$ cat config.mk
export PLATFORM = sky130hd
export DESIGN_NAME = cmb_device_flat
export DESIGN_NICKNAME = d
export VERILOG_FILES = /design/src/design/cmb_pkg.sv /design/src/design/cmb_link_if.sv /design/src/design/cmb_device.sv /design/src/flat_wrapper.sv
export SDC_FILE = /design/constraint.sdc
export NUM_CORES = 1
export LEC_CHECK = 0
export ABC_AREA = 1
export BUFFER_PORTS_ARGS = -buffer_cell sky130_fd_sc_hd__buf_2
export CAP_MARGIN = 25
export CORE_MARGIN = 8
export CORE_UTILIZATION = 50
export CTS_CLUSTER_DIAMETER = 120
export DETAILED_ROUTE_END_ITERATION = 10
export GPL_ROUTABILITY_DRIVEN = 0
export MAX_ROUTING_LAYER = met4
export PLACE_DENSITY = 0.73
export SYNTH_ARGS = -nofsm -noshare
export SYNTH_HDL_FRONTEND = slang
export SYNTH_SLANG_ARGS = --single-unit
$ cat constraint.sdc
create_clock -name clk -period 3.36 [get_ports clk]
set_input_delay 0.336 -clock clk [delete_from_list [all_inputs] [get_ports clk]]
set_output_delay 0.336 -clock clk [all_outputs]
set_load 0.02 [all_outputs]
$ cat src/design/cmb_pkg.sv
package cmb_pkg;
   // device register map
   localparam logic [7:0] A_CAN_CONTROL = 8'h00;
   localparam logic [7:0] A_CAN_CONFIG = 8'h01;
   localparam logic [7:0] A_TX_ERR = 8'h02;
   localparam logic [7:0] A_RX0_CON = 8'h10;
   localparam logic [7:0] A_RX0_SIDH = 8'h11;
   localparam logic [7:0] A_RX0_SIDL = 8'h12;
   localparam logic [7:0] A_RX0_LEN = 8'h15;
   localparam logic [7:0] A_RX0_D0 = 8'h16;
   localparam logic [7:0] A_RX0_LAST = 8'h1D;
   localparam logic [7:0] A_TX0_CON = 8'h20;
   localparam logic [7:0] A_TX0_SIDH = 8'h21;
   localparam logic [7:0] A_TX0_SIDL = 8'h22;
   localparam logic [7:0] A_TX0_EIDH = 8'h23;
   localparam logic [7:0] A_TX0_EIDL = 8'h24;
   localparam logic [7:0] A_TX0_LEN = 8'h25;
   localparam logic [7:0] A_TX0_D0 = 8'h26;
   localparam logic [7:0] A_WIN_SHIFT = 8'h10;
   // fields
   localparam logic [3:0] WIN_TX0 = 4'h8;
   localparam logic [7:0] WIN_KEEP_MASK = 8'hF0;
   localparam logic [7:0] TX_REQ_WORD = 8'h08;
   localparam logic [2:0] OPM_NORMAL = 3'h0;
   localparam logic [2:0] OPM_LOOPBACK = 3'h2;
   localparam logic [1:0] FMODE0 = 2'h0;
   localparam int REQ_FLAG_BIT = 3;
   localparam int TXERR_BIT = 4;
   localparam int TXDONE_BIT = 7;
   localparam int REMOTE_REQ_BIT = 6;
   localparam int FULL_FLAG_BIT = 7;
   localparam int ACCEPT_HIGH_BIT = 6;
   localparam int ACCEPT_LOW_BIT = 5;
   localparam int DBEN_BIT = 2;
   localparam logic [7:0] SIDL_MASK = 8'hEB;
   localparam logic [7:0] LEN_MASK = 8'h4F;
   localparam logic [3:0] LEN_MAX = 4'h8;
   // reset values
   localparam logic [7:0] CTRL_RESET = 8'h80;
   localparam logic [7:0] CONFIG_RESET = 8'h00;
   localparam logic [7:0] TEC_RESET = 8'h00;
   localparam logic [7:0] BYTE_RESET = 8'h00;
   // error counting
   localparam logic [8:0] TEC_ERR_STEP = 9'h008;
   localparam logic [7:0] TEC_FULL = 8'hFF;
   localparam logic [6:0] RECOVER_LAST = 7'h7F;
   // host command port
   localparam logic [3:0] H_CMD = 4'h0;
   localparam logic [3:0] H_ID_HI = 4'h1;
   localparam logic [3:0] H_ID_LO = 4'h2;
   localparam logic [3:0] H_LEN = 4'h3;
   localparam logic [3:0] H_D0 = 4'h4;
   localparam logic [3:0] H_STATUS = 4'hC;
   localparam logic [3:0] LOAD_SIDL = 4'h8;
   localparam logic [3:0] LOAD_SIDH = 4'h9;
   localparam logic [3:0] LOAD_LEN = 4'hA;
endpackage

$ cat src/design/cmb_link_if.sv
`timescale 1ns/1ps
interface cmb_link_if;
   logic [7:0] addr;
   logic [7:0] wdata;
   logic wr;
   logic rd;
   logic [7:0] rdata;
   modport host (output addr, output wdata, output wr, output rd, input rdata);
   modport device (input addr, input wdata, input wr, input rd, output rdata);
endinterface

$ cat src/design/cmb_device.sv
`timescale 1ns/1ps
// How it works
// RL1: remote bit sent equals length register bit 6
// RL2: length code 0-8 gives bytes; above reserved
// RL3: length register bits 7,5,4 read zero
// RL4: read-only error counter; overflow enters bus-off
// RL5: 128 runs of 11 recessive clear counter
// RL6: software selects normal or loopback before sending
// RL7: software loads buffer, then writes request 08h
// RL8: software polls request flag until it clears
// RL9: window in control low nibble; 1000 maps buffer
// RL10: mapped window redirects receive addresses to transmit
// RL11: standard id split high byte, low top
// RL12: receive full flag; software clears; resets zero
// RL13: mode 0 two-bit accept mode selection
// RL14: modes 1,2 bit 6 selects accept mode
// RL15: received remote flag bit 3 or 5
// RL16: modes 1,2 bits 4,3 upper filter index
// RL17: request flag clears after successful send
// RL18: full flag set on load; blocks new loads
// RL19: mode 0 double buffer overflows to buffer 1
// RL20: five-bit filter index names accepting filter
// RL21: reserved length codes treated as eight bytes
// RL22: counter follows protocol fault confinement steps
module cmb_device
   import cmb_pkg::*;
(
   input wire logic clk,
   input wire logic rst,
   cmb_link_if.device bus,
   // protocol engine on the same clock, no synchronisers
   input wire logic tx_sent_ok,
   input wire logic tx_failed,
   input wire logic rx_frame_valid,
   input wire logic rx_frame_ext,
   input wire logic rx_frame_rtr,
   input wire logic rx_frame_errored,
   input wire logic rx_filter_match,
   input wire logic [4:0] rx_filter_index,
   input wire logic rx_filter_ext_sel,
   input wire logic recessive_run_seen,
   output logic tx_frame_req,
   output logic [7:0] tx_id_high,
   output logic [7:0] tx_id_low,
   output logic [15:0] tx_ext_id,
   output logic tx_remote,
   output logic [3:0] tx_len,
   output logic [1:0] tx_pri,
   output logic [63:0] tx_data,
   output logic bus_off,
   output logic rx_to_buffer1,
   output logic rx_dropped
);
   logic [7:0] ctrl, next_ctrl, cfg, next_cfg, tec, next_tec, rdata, next_rdata;
   logic [7:0] sidh, next_sidh, sidl, next_sidl, eidh, next_eidh, eidl, next_eidl;
   logic [7:0] dlc, next_dlc;
   logic [7:0] buf_data [8];
   logic [7:0] next_buf_data [8];
   logic tx_req, next_tx_req, tx_err, next_tx_err, tx_done, next_tx_done;
   logic [1:0] pri, next_pri;
   logic rx_full, next_rx_full, rx_m1, next_rx_m1, rx_m0, next_rx_m0;
   logic rx_dben, next_rx_dben, rx_rtr, next_rx_rtr;
   logic [4:0] rx_hit, next_rx_hit;
   logic next_bus_off, next_req_q, next_to_b1, next_dropped;
   logic [6:0] rec_cnt, next_rec_cnt;
   logic [3:0] next_len;
   logic [7:0] eff;
   logic mode0, accept, frame_ok, wr_ok;
   logic [8:0] tec_sum;

   always_comb begin
      eff = bus.addr;
      if (ctrl[3:0] == WIN_TX0 && bus.addr >= A_RX0_CON && bus.addr <= A_RX0_LAST) begin
         eff = bus.addr + A_WIN_SHIFT; // RL10 RL9
      end
   end

   assign mode0 = (cfg[7:6] == FMODE0);
   assign frame_ok = !rx_frame_errored;

   always_comb begin
      accept = 1'b0;
      if (mode0) begin
         case ({rx_m1, rx_m0}) // RL13
            2'b11: accept = 1'b1;
            2'b10: accept = frame_ok && rx_filter_match && rx_frame_ext;
            2'b01: accept = frame_ok && rx_filter_match && !rx_frame_ext;
            default: accept = frame_ok && rx_filter_match && (rx_frame_ext == rx_filter_ext_sel);
         endcase
      end else begin
         accept = rx_m1 || (frame_ok && rx_filter_match); // RL14
      end
   end

   always_comb begin
      next_ctrl = ctrl;
      next_cfg = cfg;
      next_tec = tec;
      next_sidh = sidh;
      next_sidl = sidl;
      next_eidh = eidh;
      next_eidl = eidl;
      next_dlc = dlc;
      for (int i = 0; i < 8; i++) begin
         next_buf_data[i] = buf_data[i];
      end
      next_tx_req = tx_req;
      next_tx_err = tx_err;
      next_tx_done = tx_done;
      next_pri = pri;
      next_rx_full = rx_full;
      next_rx_m1 = rx_m1;
      next_rx_m0 = rx_m0;
      next_rx_dben = rx_dben;
      next_rx_rtr = rx_rtr;
      next_rx_hit = rx_hit;
      next_bus_off = bus_off;
      next_rec_cnt = rec_cnt;
      next_to_b1 = 1'b0;
      next_dropped = 1'b0;
      next_rdata = BYTE_RESET;
      tec_sum = {1'b0, tec} + TEC_ERR_STEP;
      wr_ok = bus.wr && !tx_req;

      // transmit outcome from the engine
      if (tx_req && tx_sent_ok) begin
         next_tx_req = 1'b0; // RL17
      end

      // software writes
      if (bus.wr) begin
         if (eff == A_CAN_CONTROL) begin
            next_ctrl = bus.wdata; // RL9
         end else if (eff == A_CAN_CONFIG) begin
            next_cfg = bus.wdata;
         end else if (eff == A_RX0_CON) begin
            if (!bus.wdata[FULL_FLAG_BIT]) begin
               next_rx_full = 1'b0; // RL12
            end
            next_rx_m1 = bus.wdata[ACCEPT_HIGH_BIT];
            if (mode0) begin
               next_rx_m0 = bus.wdata[ACCEPT_LOW_BIT];
               next_rx_dben = bus.wdata[DBEN_BIT];
            end
         end else if (eff == A_TX0_CON) begin
            next_pri = bus.wdata[1:0];
            if (!bus.wdata[TXDONE_BIT]) begin
               next_tx_done = 1'b0;
            end
            if (bus.wdata[REQ_FLAG_BIT] && !tx_req) begin
               next_tx_err = 1'b0;
            end
            // clearing a pending request aborts it
            next_tx_req = bus.wdata[REQ_FLAG_BIT];
         end
      end
      if (wr_ok) begin
         // buffer stays read-only while a request is pending
         if (eff == A_TX0_SIDH) begin
            next_sidh = bus.wdata;
         end else if (eff == A_TX0_SIDL) begin
            next_sidl = bus.wdata & SIDL_MASK;
         end else if (eff == A_TX0_EIDH) begin
            next_eidh = bus.wdata;
         end else if (eff == A_TX0_EIDL) begin
            next_eidl = bus.wdata;
         end else if (eff == A_TX0_LEN) begin
            next_dlc = bus.wdata & LEN_MASK; // RL3
         end
         for (int i = 0; i < 8; i++) begin
            if (eff == A_TX0_D0 + 8'(i)) begin
               next_buf_data[i] = bus.wdata;
            end
         end
      end

      // hardware sets win over software clears
      if (tx_req && tx_sent_ok) begin
         next_tx_done = 1'b1;
      end
      if (tx_req && tx_failed) begin
         next_tx_err = 1'b1;
      end
      if (rx_frame_valid && accept) begin
         if (!next_rx_full) begin
            next_rx_full = 1'b1; // RL18
            next_rx_rtr = rx_frame_rtr; // RL15
            next_rx_hit = rx_filter_index; // RL20
         end else if (mode0 && rx_dben) begin
            next_to_b1 = 1'b1; // RL19
         end else begin
            next_dropped = 1'b1; // RL18
         end
      end

      // fault confinement
      if (bus_off) begin
         if (recessive_run_seen) begin
            if (rec_cnt == RECOVER_LAST) begin
               next_tec = TEC_RESET; // RL5
               next_bus_off = 1'b0;
               next_rec_cnt = 7'h00;
            end else begin
               next_rec_cnt = rec_cnt + 7'h01;
            end
         end
      end else if (tx_req && tx_failed) begin
         if (tec_sum[8]) begin
            next_bus_off = 1'b1; // RL4
            next_tec = TEC_FULL;
         end else begin
            next_tec = tec_sum[7:0]; // RL22
         end
      end else if (tx_req && tx_sent_ok && tec != TEC_RESET) begin
         next_tec = tec - 8'h01; // RL22
      end

      // read data, one cycle after the strobe
      if (bus.rd) begin
         if (eff == A_CAN_CONTROL) begin
            next_rdata = ctrl;
         end else if (eff == A_CAN_CONFIG) begin
            next_rdata = cfg;
         end else if (eff == A_TX_ERR) begin
            next_rdata = tec; // RL4
         end else if (eff == A_RX0_CON && mode0) begin
            next_rdata = {rx_full, rx_m1, rx_m0, 1'b0, rx_rtr, rx_dben, rx_dben, rx_hit[0]}; // RL15
         end else if (eff == A_RX0_CON) begin
            next_rdata = {rx_full, rx_m1, rx_rtr, rx_hit}; // RL16 RL15 RL14
         end else if (eff == A_TX0_CON) begin
            next_rdata = {tx_done, 2'b00, tx_err, tx_req, 1'b0, pri};
         end else if (eff == A_TX0_SIDH) begin
            next_rdata = sidh;
         end else if (eff == A_TX0_SIDL) begin
            next_rdata = sidl;
         end else if (eff == A_TX0_EIDH) begin
            next_rdata = eidh;
         end else if (eff == A_TX0_EIDL) begin
            next_rdata = eidl;
         end else if (eff == A_TX0_LEN) begin
            next_rdata = dlc; // RL3
         end else begin
            for (int i = 0; i < 8; i++) begin
               if (eff == A_TX0_D0 + 8'(i)) begin
                  next_rdata = buf_data[i];
               end
            end
         end
      end

      // engine request only in normal or loopback operation
      next_req_q = next_tx_req && !next_bus_off &&
                   (next_ctrl[7:5] == OPM_NORMAL || next_ctrl[7:5] == OPM_LOOPBACK); // RL6
      next_len = (next_dlc[3:0] > LEN_MAX) ? LEN_MAX : next_dlc[3:0]; // RL2 RL21
   end

   always_ff @(posedge clk) begin
      if (rst) begin
         ctrl <= CTRL_RESET;
         cfg <= CONFIG_RESET;
         tec <= TEC_RESET; // RL4
         rdata <= BYTE_RESET;
         sidh <= BYTE_RESET;
         sidl <= BYTE_RESET;
         eidh <= BYTE_RESET;
         eidl <= BYTE_RESET;
         dlc <= BYTE_RESET;
         for (int i = 0; i < 8; i++) begin
            buf_data[i] <= BYTE_RESET;
         end
         tx_req <= 1'b0;
         tx_err <= 1'b0;
         tx_done <= 1'b0;
         pri <= 2'b00;
         rx_full <= 1'b0; // RL12
         rx_m1 <= 1'b0;
         rx_m0 <= 1'b0;
         rx_dben <= 1'b0;
         rx_rtr <= 1'b0;
         rx_hit <= 5'h00;
         bus_off <= 1'b0;
         rec_cnt <= 7'h00;
         tx_frame_req <= 1'b0;
         tx_len <= 4'h0;
         rx_to_buffer1 <= 1'b0;
         rx_dropped <= 1'b0;
      end else begin
         ctrl <= next_ctrl;
         cfg <= next_cfg;
         tec <= next_tec;
         rdata <= next_rdata;
         sidh <= next_sidh;
         sidl <= next_sidl;
         eidh <= next_eidh;
         eidl <= next_eidl;
         dlc <= next_dlc;
         for (int i = 0; i < 8; i++) begin
            buf_data[i] <= next_buf_data[i];
         end
         tx_req <= next_tx_req;
         tx_err <= next_tx_err;
         tx_done <= next_tx_done;
         pri <= next_pri;
         rx_full <= next_rx_full;
         rx_m1 <= next_rx_m1;
         rx_m0 <= next_rx_m0;
         rx_dben <= next_rx_dben;
         rx_rtr <= next_rx_rtr;
         rx_hit <= next_rx_hit;
         bus_off <= next_bus_off;
         rec_cnt <= next_rec_cnt;
         tx_frame_req <= next_req_q;
         tx_len <= next_len;
         rx_to_buffer1 <= next_to_b1;
         rx_dropped <= next_dropped;
      end
   end

   assign bus.rdata = rdata;
   assign tx_id_high = sidh;
   assign tx_id_low = sidl;
   assign tx_ext_id = {eidh, eidl};
   assign tx_remote = dlc[REMOTE_REQ_BIT]; // RL1
   assign tx_pri = pri;

   for (genvar g = 0; g < 8; g++) begin : g_pack
      assign tx_data[8*g +: 8] = buf_data[g];
   end
endmodule

$ cat src/flat_wrapper.sv
// flat-port wrapper written by rule: the top's interface ports become plain ports
module cmb_device_flat import cmb_pkg::*;
  (clk, rst, tx_sent_ok, tx_failed, rx_frame_valid, rx_frame_ext, rx_frame_rtr, rx_frame_errored, rx_filter_match, rx_filter_index, rx_filter_ext_sel, recessive_run_seen, tx_frame_req, tx_id_high, tx_id_low, tx_ext_id, tx_remote, tx_len, tx_pri, tx_data, bus_off, rx_to_buffer1, rx_dropped, bus_addr, bus_wdata, bus_wr, bus_rd, bus_rdata);
  cmb_link_if bus_i ();
  input wire logic clk;
  input wire logic rst;
  input wire logic tx_sent_ok;
  input wire logic tx_failed;
  input wire logic rx_frame_valid;
  input wire logic rx_frame_ext;
  input wire logic rx_frame_rtr;
  input wire logic rx_frame_errored;
  input wire logic rx_filter_match;
  input wire logic [4:0] rx_filter_index;
  input wire logic rx_filter_ext_sel;
  input wire logic recessive_run_seen;
  output logic tx_frame_req;
  output logic [7:0] tx_id_high;
  output logic [7:0] tx_id_low;
  output logic [15:0] tx_ext_id;
  output logic tx_remote;
  output logic [3:0] tx_len;
  output logic [1:0] tx_pri;
  output logic [63:0] tx_data;
  output logic bus_off;
  output logic rx_to_buffer1;
  output logic rx_dropped;
  input wire logic [$bits(bus_i.addr)-1:0] bus_addr;
  input wire logic [$bits(bus_i.wdata)-1:0] bus_wdata;
  input wire logic [$bits(bus_i.wr)-1:0] bus_wr;
  input wire logic [$bits(bus_i.rd)-1:0] bus_rd;
  output wire logic [$bits(bus_i.rdata)-1:0] bus_rdata;
  assign bus_i.addr = bus_addr;
  assign bus_i.wdata = bus_wdata;
  assign bus_i.wr = bus_wr;
  assign bus_i.rd = bus_rd;
  assign bus_rdata = bus_i.rdata;
  cmb_device u_core (.clk(clk), .rst(rst), .bus(bus_i), .tx_sent_ok(tx_sent_ok), .tx_failed(tx_failed), .rx_frame_valid(rx_frame_valid), .rx_frame_ext(rx_frame_ext), .rx_frame_rtr(rx_frame_rtr), .rx_frame_errored(rx_frame_errored), .rx_filter_match(rx_filter_match), .rx_filter_index(rx_filter_index), .rx_filter_ext_sel(rx_filter_ext_sel), .recessive_run_seen(recessive_run_seen), .tx_frame_req(tx_frame_req), .tx_id_high(tx_id_high), .tx_id_low(tx_id_low), .tx_ext_id(tx_ext_id), .tx_remote(tx_remote), .tx_len(tx_len), .tx_pri(tx_pri), .tx_data(tx_data), .bus_off(bus_off), .rx_to_buffer1(rx_to_buffer1), .rx_dropped(rx_dropped));
endmodule
; ---- Word-level counts from Yosys, hierarchy flattened
; Memories as Yosys holds them, arrays and structs flattened.
; Index checks and enable logic that the tools add are counted.
[op_classes]
addsub = 4
n_lt_le_gt_ge = 3
n_eq_ne = 33
n_mux = 91
bitwise_logic = 18
reduce_logical = 50
[op_table]
columns = op, n
row1 = $mux W8, 44
row2 = $eq A8 B6 Y1 const B, 14
row3 = $mux W64, 1
row4 = $mux W1, 37
row5 = $mux W4, 7
row6 = $reduce_and A6 Y1, 3
row7 = $logic_and A1 B1 Y1, 16
row8 = $reduce_and A5 Y1, 3
row9 = $ne A2 B1 Y1 const B, 7
row10 = $not A1 Y1, 10
row11 = $reduce_bool A2 Y1, 5
row12 = $add A8 B4 Y9 const B, 1
row13 = $reduce_and A3 Y1, 3
row14 = $add A8 B5 Y8 const B, 1
row15 = $eq A8 B1 Y1 const B, 1
row16 = $eq A8 B2 Y1 const B, 1
row17 = $eq A8 B5 Y1 const B, 1
row18 = $ge A8 B5 Y1 const B, 1
row19 = $le A8 B5 Y1 const B, 1
row20 = $logic_not A8 Y1, 1
row21 = $or A1 B1 Y1, 8
row22 = $reduce_and A2 Y1, 4
row23 = $reduce_and A4 Y1, 2
row24 = $reduce_bool A8 Y1, 1
row25 = other kinds (19), 26
[word_totals]
ff_bits = 97
ramBits = 64
in_bits = 34
out_inout_bits = 115
wordCells = 228
memories = 1
[memory_table]
columns = name, depth, word_bits, read_ports, rd_ports_with_merged_regs, write_ports, line
row1 = u_core.buf_data, 8, 8, 8, 0, 8, cmb_device.sv:57  ; logic [7:0] buf_data [8];

; ---- Logic depth before layout (Yosys ltp)
[logic_depth]
word_depth = 24
depth_mapped = 25

; ---- Worst setup path before layout
; OpenSTA, ideal clock, no wires.
[synth_path]
path_type = input -> register
startpoint = in bus_addr[5]
endpoint = reg u_core.rdata[5], in the netlist u_core.bus.rdata[5]
setup_ns = 0.109
arrival_time_ns = 2.257
slack_ns = 0.994
stages = 21
path_buffers = 0
path_cell_list = inv_1 > ha_1 > nand3_1 > a21oi_4 > nand2_2 > nand2_1 > nand2_2 > nor2_4 > nand2_2 > nor3_2 > inv_2 > o22ai_1 > inv_1 > nand2_1 > nand2_1 > nand2_1 > nand3_1 > nand2_1 > nand3_1 > nand2_1 > inv_1
[synth_between]
elab_chain_cells = 24
word_cells_on_any_way = 44
cone_classes = add/sub: 1 / order compare: 2 / eq/ne: 17 / mux: 20 / reduce/logical: 4
[synth_lines]
columns = element, line
row1 = start: declaration, flat_wrapper.sv:28  ; input wire logic [$bits(bus_i.addr)-1:0] bus_addr;
row2 = $ge A8 B5 Y1, cmb_device.sv:73  ; if (ctrl[3:0] == WIN_TX0 && bus.addr >= A_RX0_CON && bus.addr <= A_RX0_LAST) begin
row3 = $logic_and A1 B1 Y1 (2 in a row), cmb_device.sv:73
row4 = $mux W8 *, cmb_device.sv:73
row5 = $eq A8 B6 Y1, cmb_device.sv:244  ; if (eff == A_TX0_D0 + 8'(i)) begin
row6 = $mux W8 (8 in a row), cmb_device.sv:244
row7 = $mux W8, cmb_device.sv:240  ; end else if (eff == A_TX0_LEN) begin
row8 = $mux W8, cmb_device.sv:238  ; end else if (eff == A_TX0_EIDL) begin
row9 = $mux W8, cmb_device.sv:236  ; end else if (eff == A_TX0_EIDH) begin
row10 = $mux W8, cmb_device.sv:234  ; end else if (eff == A_TX0_SIDL) begin
row11 = $mux W8, cmb_device.sv:232  ; end else if (eff == A_TX0_SIDH) begin
row12 = $mux W8, cmb_device.sv:230  ; end else if (eff == A_TX0_CON) begin
row13 = $mux W8, cmb_device.sv:228  ; end else if (eff == A_RX0_CON) begin
row14 = $mux W8, cmb_device.sv:226  ; end else if (eff == A_RX0_CON && mode0) begin
row15 = $mux W8, cmb_device.sv:224  ; end else if (eff == A_TX_ERR) begin
row16 = $mux W8, cmb_device.sv:222  ; end else if (eff == A_CAN_CONFIG) begin
row17 = $mux W8 *, cmb_device.sv:220  ; if (eff == A_CAN_CONTROL) begin
row18 = end signal: assignment, cmb_device.sv:291  ; rdata <= next_rdata;
row19 = end: declaration, cmb_device.sv:54  ; logic [7:0] ctrl, next_ctrl, cfg, next_cfg, tec, next_tec, rdata, next_rdata;
; Mark *: on every way between the ends. The rest lies on a longest branch, timed or not.
; A chain may end at the register's enable or synchronous reset.

; ---- Worst setup path after layout
[layout_path]
startpoint = reg u_core.ctrl[1]
endpoint = reg u_core.rdata[2], in the netlist u_core.bus.rdata[2]
[layout_between]
elab_chain_cells = 24
word_cells_on_any_way = 42
cone_classes = eq/ne: 18 / mux: 20 / reduce/logical: 4
[layout_lines]
columns = element, line
row1 = start: declaration, cmb_device.sv:54
row2 = start signal: assignment, cmb_device.sv:288  ; ctrl <= next_ctrl;
row3 = $eq A4 B4 Y1 *, cmb_device.sv:73
row4 = $logic_and A1 B1 Y1 * (2 in a row), cmb_device.sv:73
row5 = $mux W8 *, cmb_device.sv:73
row6 = $eq A8 B6 Y1, cmb_device.sv:244
row7 = $mux W8 (8 in a row), cmb_device.sv:244
row8 = $mux W8, cmb_device.sv:240
row9 = $mux W8, cmb_device.sv:238
row10 = $mux W8, cmb_device.sv:236
row11 = $mux W8, cmb_device.sv:234
row12 = $mux W8, cmb_device.sv:232
row13 = $mux W8, cmb_device.sv:230
row14 = $mux W8, cmb_device.sv:228
row15 = $mux W8, cmb_device.sv:226
row16 = $mux W8, cmb_device.sv:224
row17 = $mux W8, cmb_device.sv:222
row18 = $mux W8 *, cmb_device.sv:220
; Marks and branches as above.

==> results.md <==
- Leak: 3.93 nW
- Mapped cell area: 7770 um2
- DRC viols: 0
- RSZ-0062 raised after global routing: false
- Via count: 8192
- WP buf/inv: 2
- Setup TNS: 0 ns
- Worst Tran Pin Value: 0.854 ns
- Overall Power: 4.02 mW
- Maxcap violations: 0
- P&R area growth vs syn: 19.0%
- Routed wire length: 26.4 mm
- Min Tclk post-route: 3.03 ns
- Total GRT Usage: 0.273
- Post_cts resized: 0
- Via density: 5.60
- Avg WL per Cell: 18.1 um
- Crit-path cells: inv_1, nand4_1, a21oi_4, nand2_2, nand2_1, nand2_1, nor2_4, nand2_2, nor3_2, nand2_1, nand4_1, nand2_1, nand2_1, nand2_1, nand2_1, nand2_1, nand3_1, nand2_1, nand4_1, nand2_1, inv_1
- Clock buffer depth: 2
- IO Port Bufs: 146
- CP required: 3.73 ns
- Worst Path Class, Setup: reg -> reg
- Synth warnings: 0
- Num CTS Buffers: 17
- Max-slew violations: 0
- Post-synth ARST share: 0
- CTS Sinks: 160
- First-pass GRT wire length: 41.6 mm
- Tcrit/Tclk final: 0.901
- Critical Path AT: 3.40 ns
- Worst Path Max Fanout: 12
- Relative slew slack: 0.431
- Yosys reg bits: 160
- Hold slack: 0.164 ns
- Cells after synthesis: 1125
- Crit. End Element: flop
- CTS tree: done
- Chip Height: 141 um
- Clock Skew: 0.0109 ns
- Maximum VDD drop: 0.397 mV
- Status: complete, no violations
- Leading cell type in the layout, fill and taps excluded: nand2_1
- CP peak stage delay: 0.32 ns
- Final Net Count: 1306
- Hold Vio Cnt, Final: 0
- Largest net degree at the start of global routing: 75
- Hold crit path type: in -> reg
- Final setup violation count: 0
- FP Rows: 45
- Post-synth EDFFs: 0
- Cell repeated most along the worst path: nand2_1
- DP Wirelength: 19.0 mm
- Element type at the critical path start: flop
- Seq/Total Area, Yosys: 0.412
- Synth cell types: 42
- Initial DRC Count: 1127
- Clk root buf: clkbuf_16
- Core ar.: 15200 um2
- Share of cells above drive strength 1: 0.182
- Main synth FF type: dfxtp_1
- CTS H-tree lvls: 4
- Router iterations before antenna repair: 6
- Worst-path clk slew: 0.07 ns
- Setup Buffers After CTS: 0
- Die area: 19800 um2
- Die Wd: 141 um
- Crit path max-delay family: simple AND/OR/NAND/NOR gates
- Starting density of the core: 0.511
- Avg Inst Size Synth: 6.91 um2
- GR Overflow Total: 0
- Slowest CP cell: nor3_2
- Fmax: 330 MHz
- IO Pins: 149
- CTS Hold Bufs: 0
- Final ANT Viol Nets: 0
- Number of global-route vias before repair: 7583
- Power per cell area: 434 nW/um2
- Clock Latency Late Sink: 0.43 ns
- Initial antenna violation count: 1
- Most frequent cells in the layout: nand2_1 (222), dfxtp_1 (160), buf_2 (146)
==> tightest hold or removal path, stage by stage <==
cell and delay [ns]:
buf_2 0.07, o21ai_0 0.07, nor2_1 0.08
==> state kept, by name, indices dropped and copies added (netlist names), 2 cells and up, named ones only <==
name               count
u_core.dlc             5
u_core.bus.rdata       8
u_core.tx_len          3
u_core.buf_data       64
u_core.eidl            8
u_core.tx_pri          2
u_core.tx_id_low       6
u_core.rec_cnt         7
u_core.ctrl            7
u_core.tx_id_high      8
u_core.eidh            8
u_core.cfg             8
u_core.tec             8
u_core.rx_hit          5
==> metal layers <==
metal  up-vias  part of all wire  track usage
met3        58             0.092       0.0574
li1       3985                 -            -
met4         0             0.027        0.103
met5         -                 0            -
met1      3736              0.45        0.367
met2       413              0.44        0.393
==> cells by family (layout without fill, tap and decap cells) <==
logic type	count (synthesis)	in the layout	synth area share
xor gates and xnor gates	9	9	0.0101
AOI/OAI and AO/OA	253	253	0.174
adders and majority gates	11	11	0.0177
and+or+nand+nor	506	506	0.291
buffers and inverters	184	332	0.0930
muxes	1	1	0.00129
DFF	160	160	0.412
other	1	3	0.000482
==> cell usage after synthesis, drive strengths merged, types with 2 or more instances <==
| master | number | area [um2] |
|---|---|---|
| ha | 11 | 138 |
| nand4 | 34 | 219 |
| clkbuf | 33 | 124 |
| nand2 | 234 | 913 |
| o211ai | 3 | 22.5 |
| a21oi | 137 | 701 |
| clkinv | 3 | 11.3 |
| a211oi | 5 | 37.5 |
| or2 | 3 | 18.8 |
| o31ai | 2 | 15.0 |
| o22ai | 7 | 43.8 |
| nor4 | 2 | 12.5 |
| inv | 137 | 514 |
| xnor2 | 2 | 17.5 |
| buf | 11 | 73.8 |
| o221ai | 2 | 17.5 |
| nor3 | 16 | 100 |
| o21ai | 90 | 454 |
| o2111ai | 2 | 17.5 |
| nand3 | 87 | 435 |
| nor2 | 129 | 557 |
| dfxtp | 160 | 3200 |
| xor2 | 7 | 61.3 |
| a221oi | 4 | 35.0 |
==> power by group <==
part	switching [mW]	internal [mW]	total [mW]
clock network	0.814	1.08	1.89
registers	0.00538	1.90	1.91
logic	0.167	0.0482	0.215
total	0.986	3.03	4.02
==> final timing paths <==
path | from | to | slack, ns | cells after the start
worst max-delay path | u_core.ctrl[1] | u_core.bus.rdata[2] | 0.33 | 21
worst min-delay path | rx_filter_index[0] | u_core.rx_hit[0] | 0.16 | 3
worst max register to register | u_core.ctrl[1] | u_core.bus.rdata[2] | 0.33 | 21
worst min register to register | flop | flop | 0.46 | 2
==> per-stage QoR <==
| stage | worst slack, ns | instance area (um2) | instances | utilization |
|---|---|---|---|---|
| after global routing | 0.0704 | 9250 | 1463 | 0.608 |
| after detailed placement | 0.152 | 8670 | 1430 | 0.570 |
| after global placement | 0.205 | 8670 | 1430 | 0.570 |
| after floorplan | 0.994 | 7780 | 1126 | - |
| final | 0.332 | 9250 | 1463 | 0.608 |
| after CTS | 0.429 | 9250 | 1462 | 0.608 |
==> final cells by class <==
| class | instances | area [um2] |
|---|---|---|
| repair buffers | 160 | 848 |
| flip-flops and latches | 160 | 3200 |
| inverters | 140 | 526 |
| multi-input cells | 782 | 3860 |
| clock buffers | 20 | 467 |
| well taps | 188 | 235 |
| clock inverters | 12 | 109 |
| fillers | 1410 | 5950 |
| diodes | 1 | 2.50 |
No activity file was read; power rests on OpenSTA's default activity.
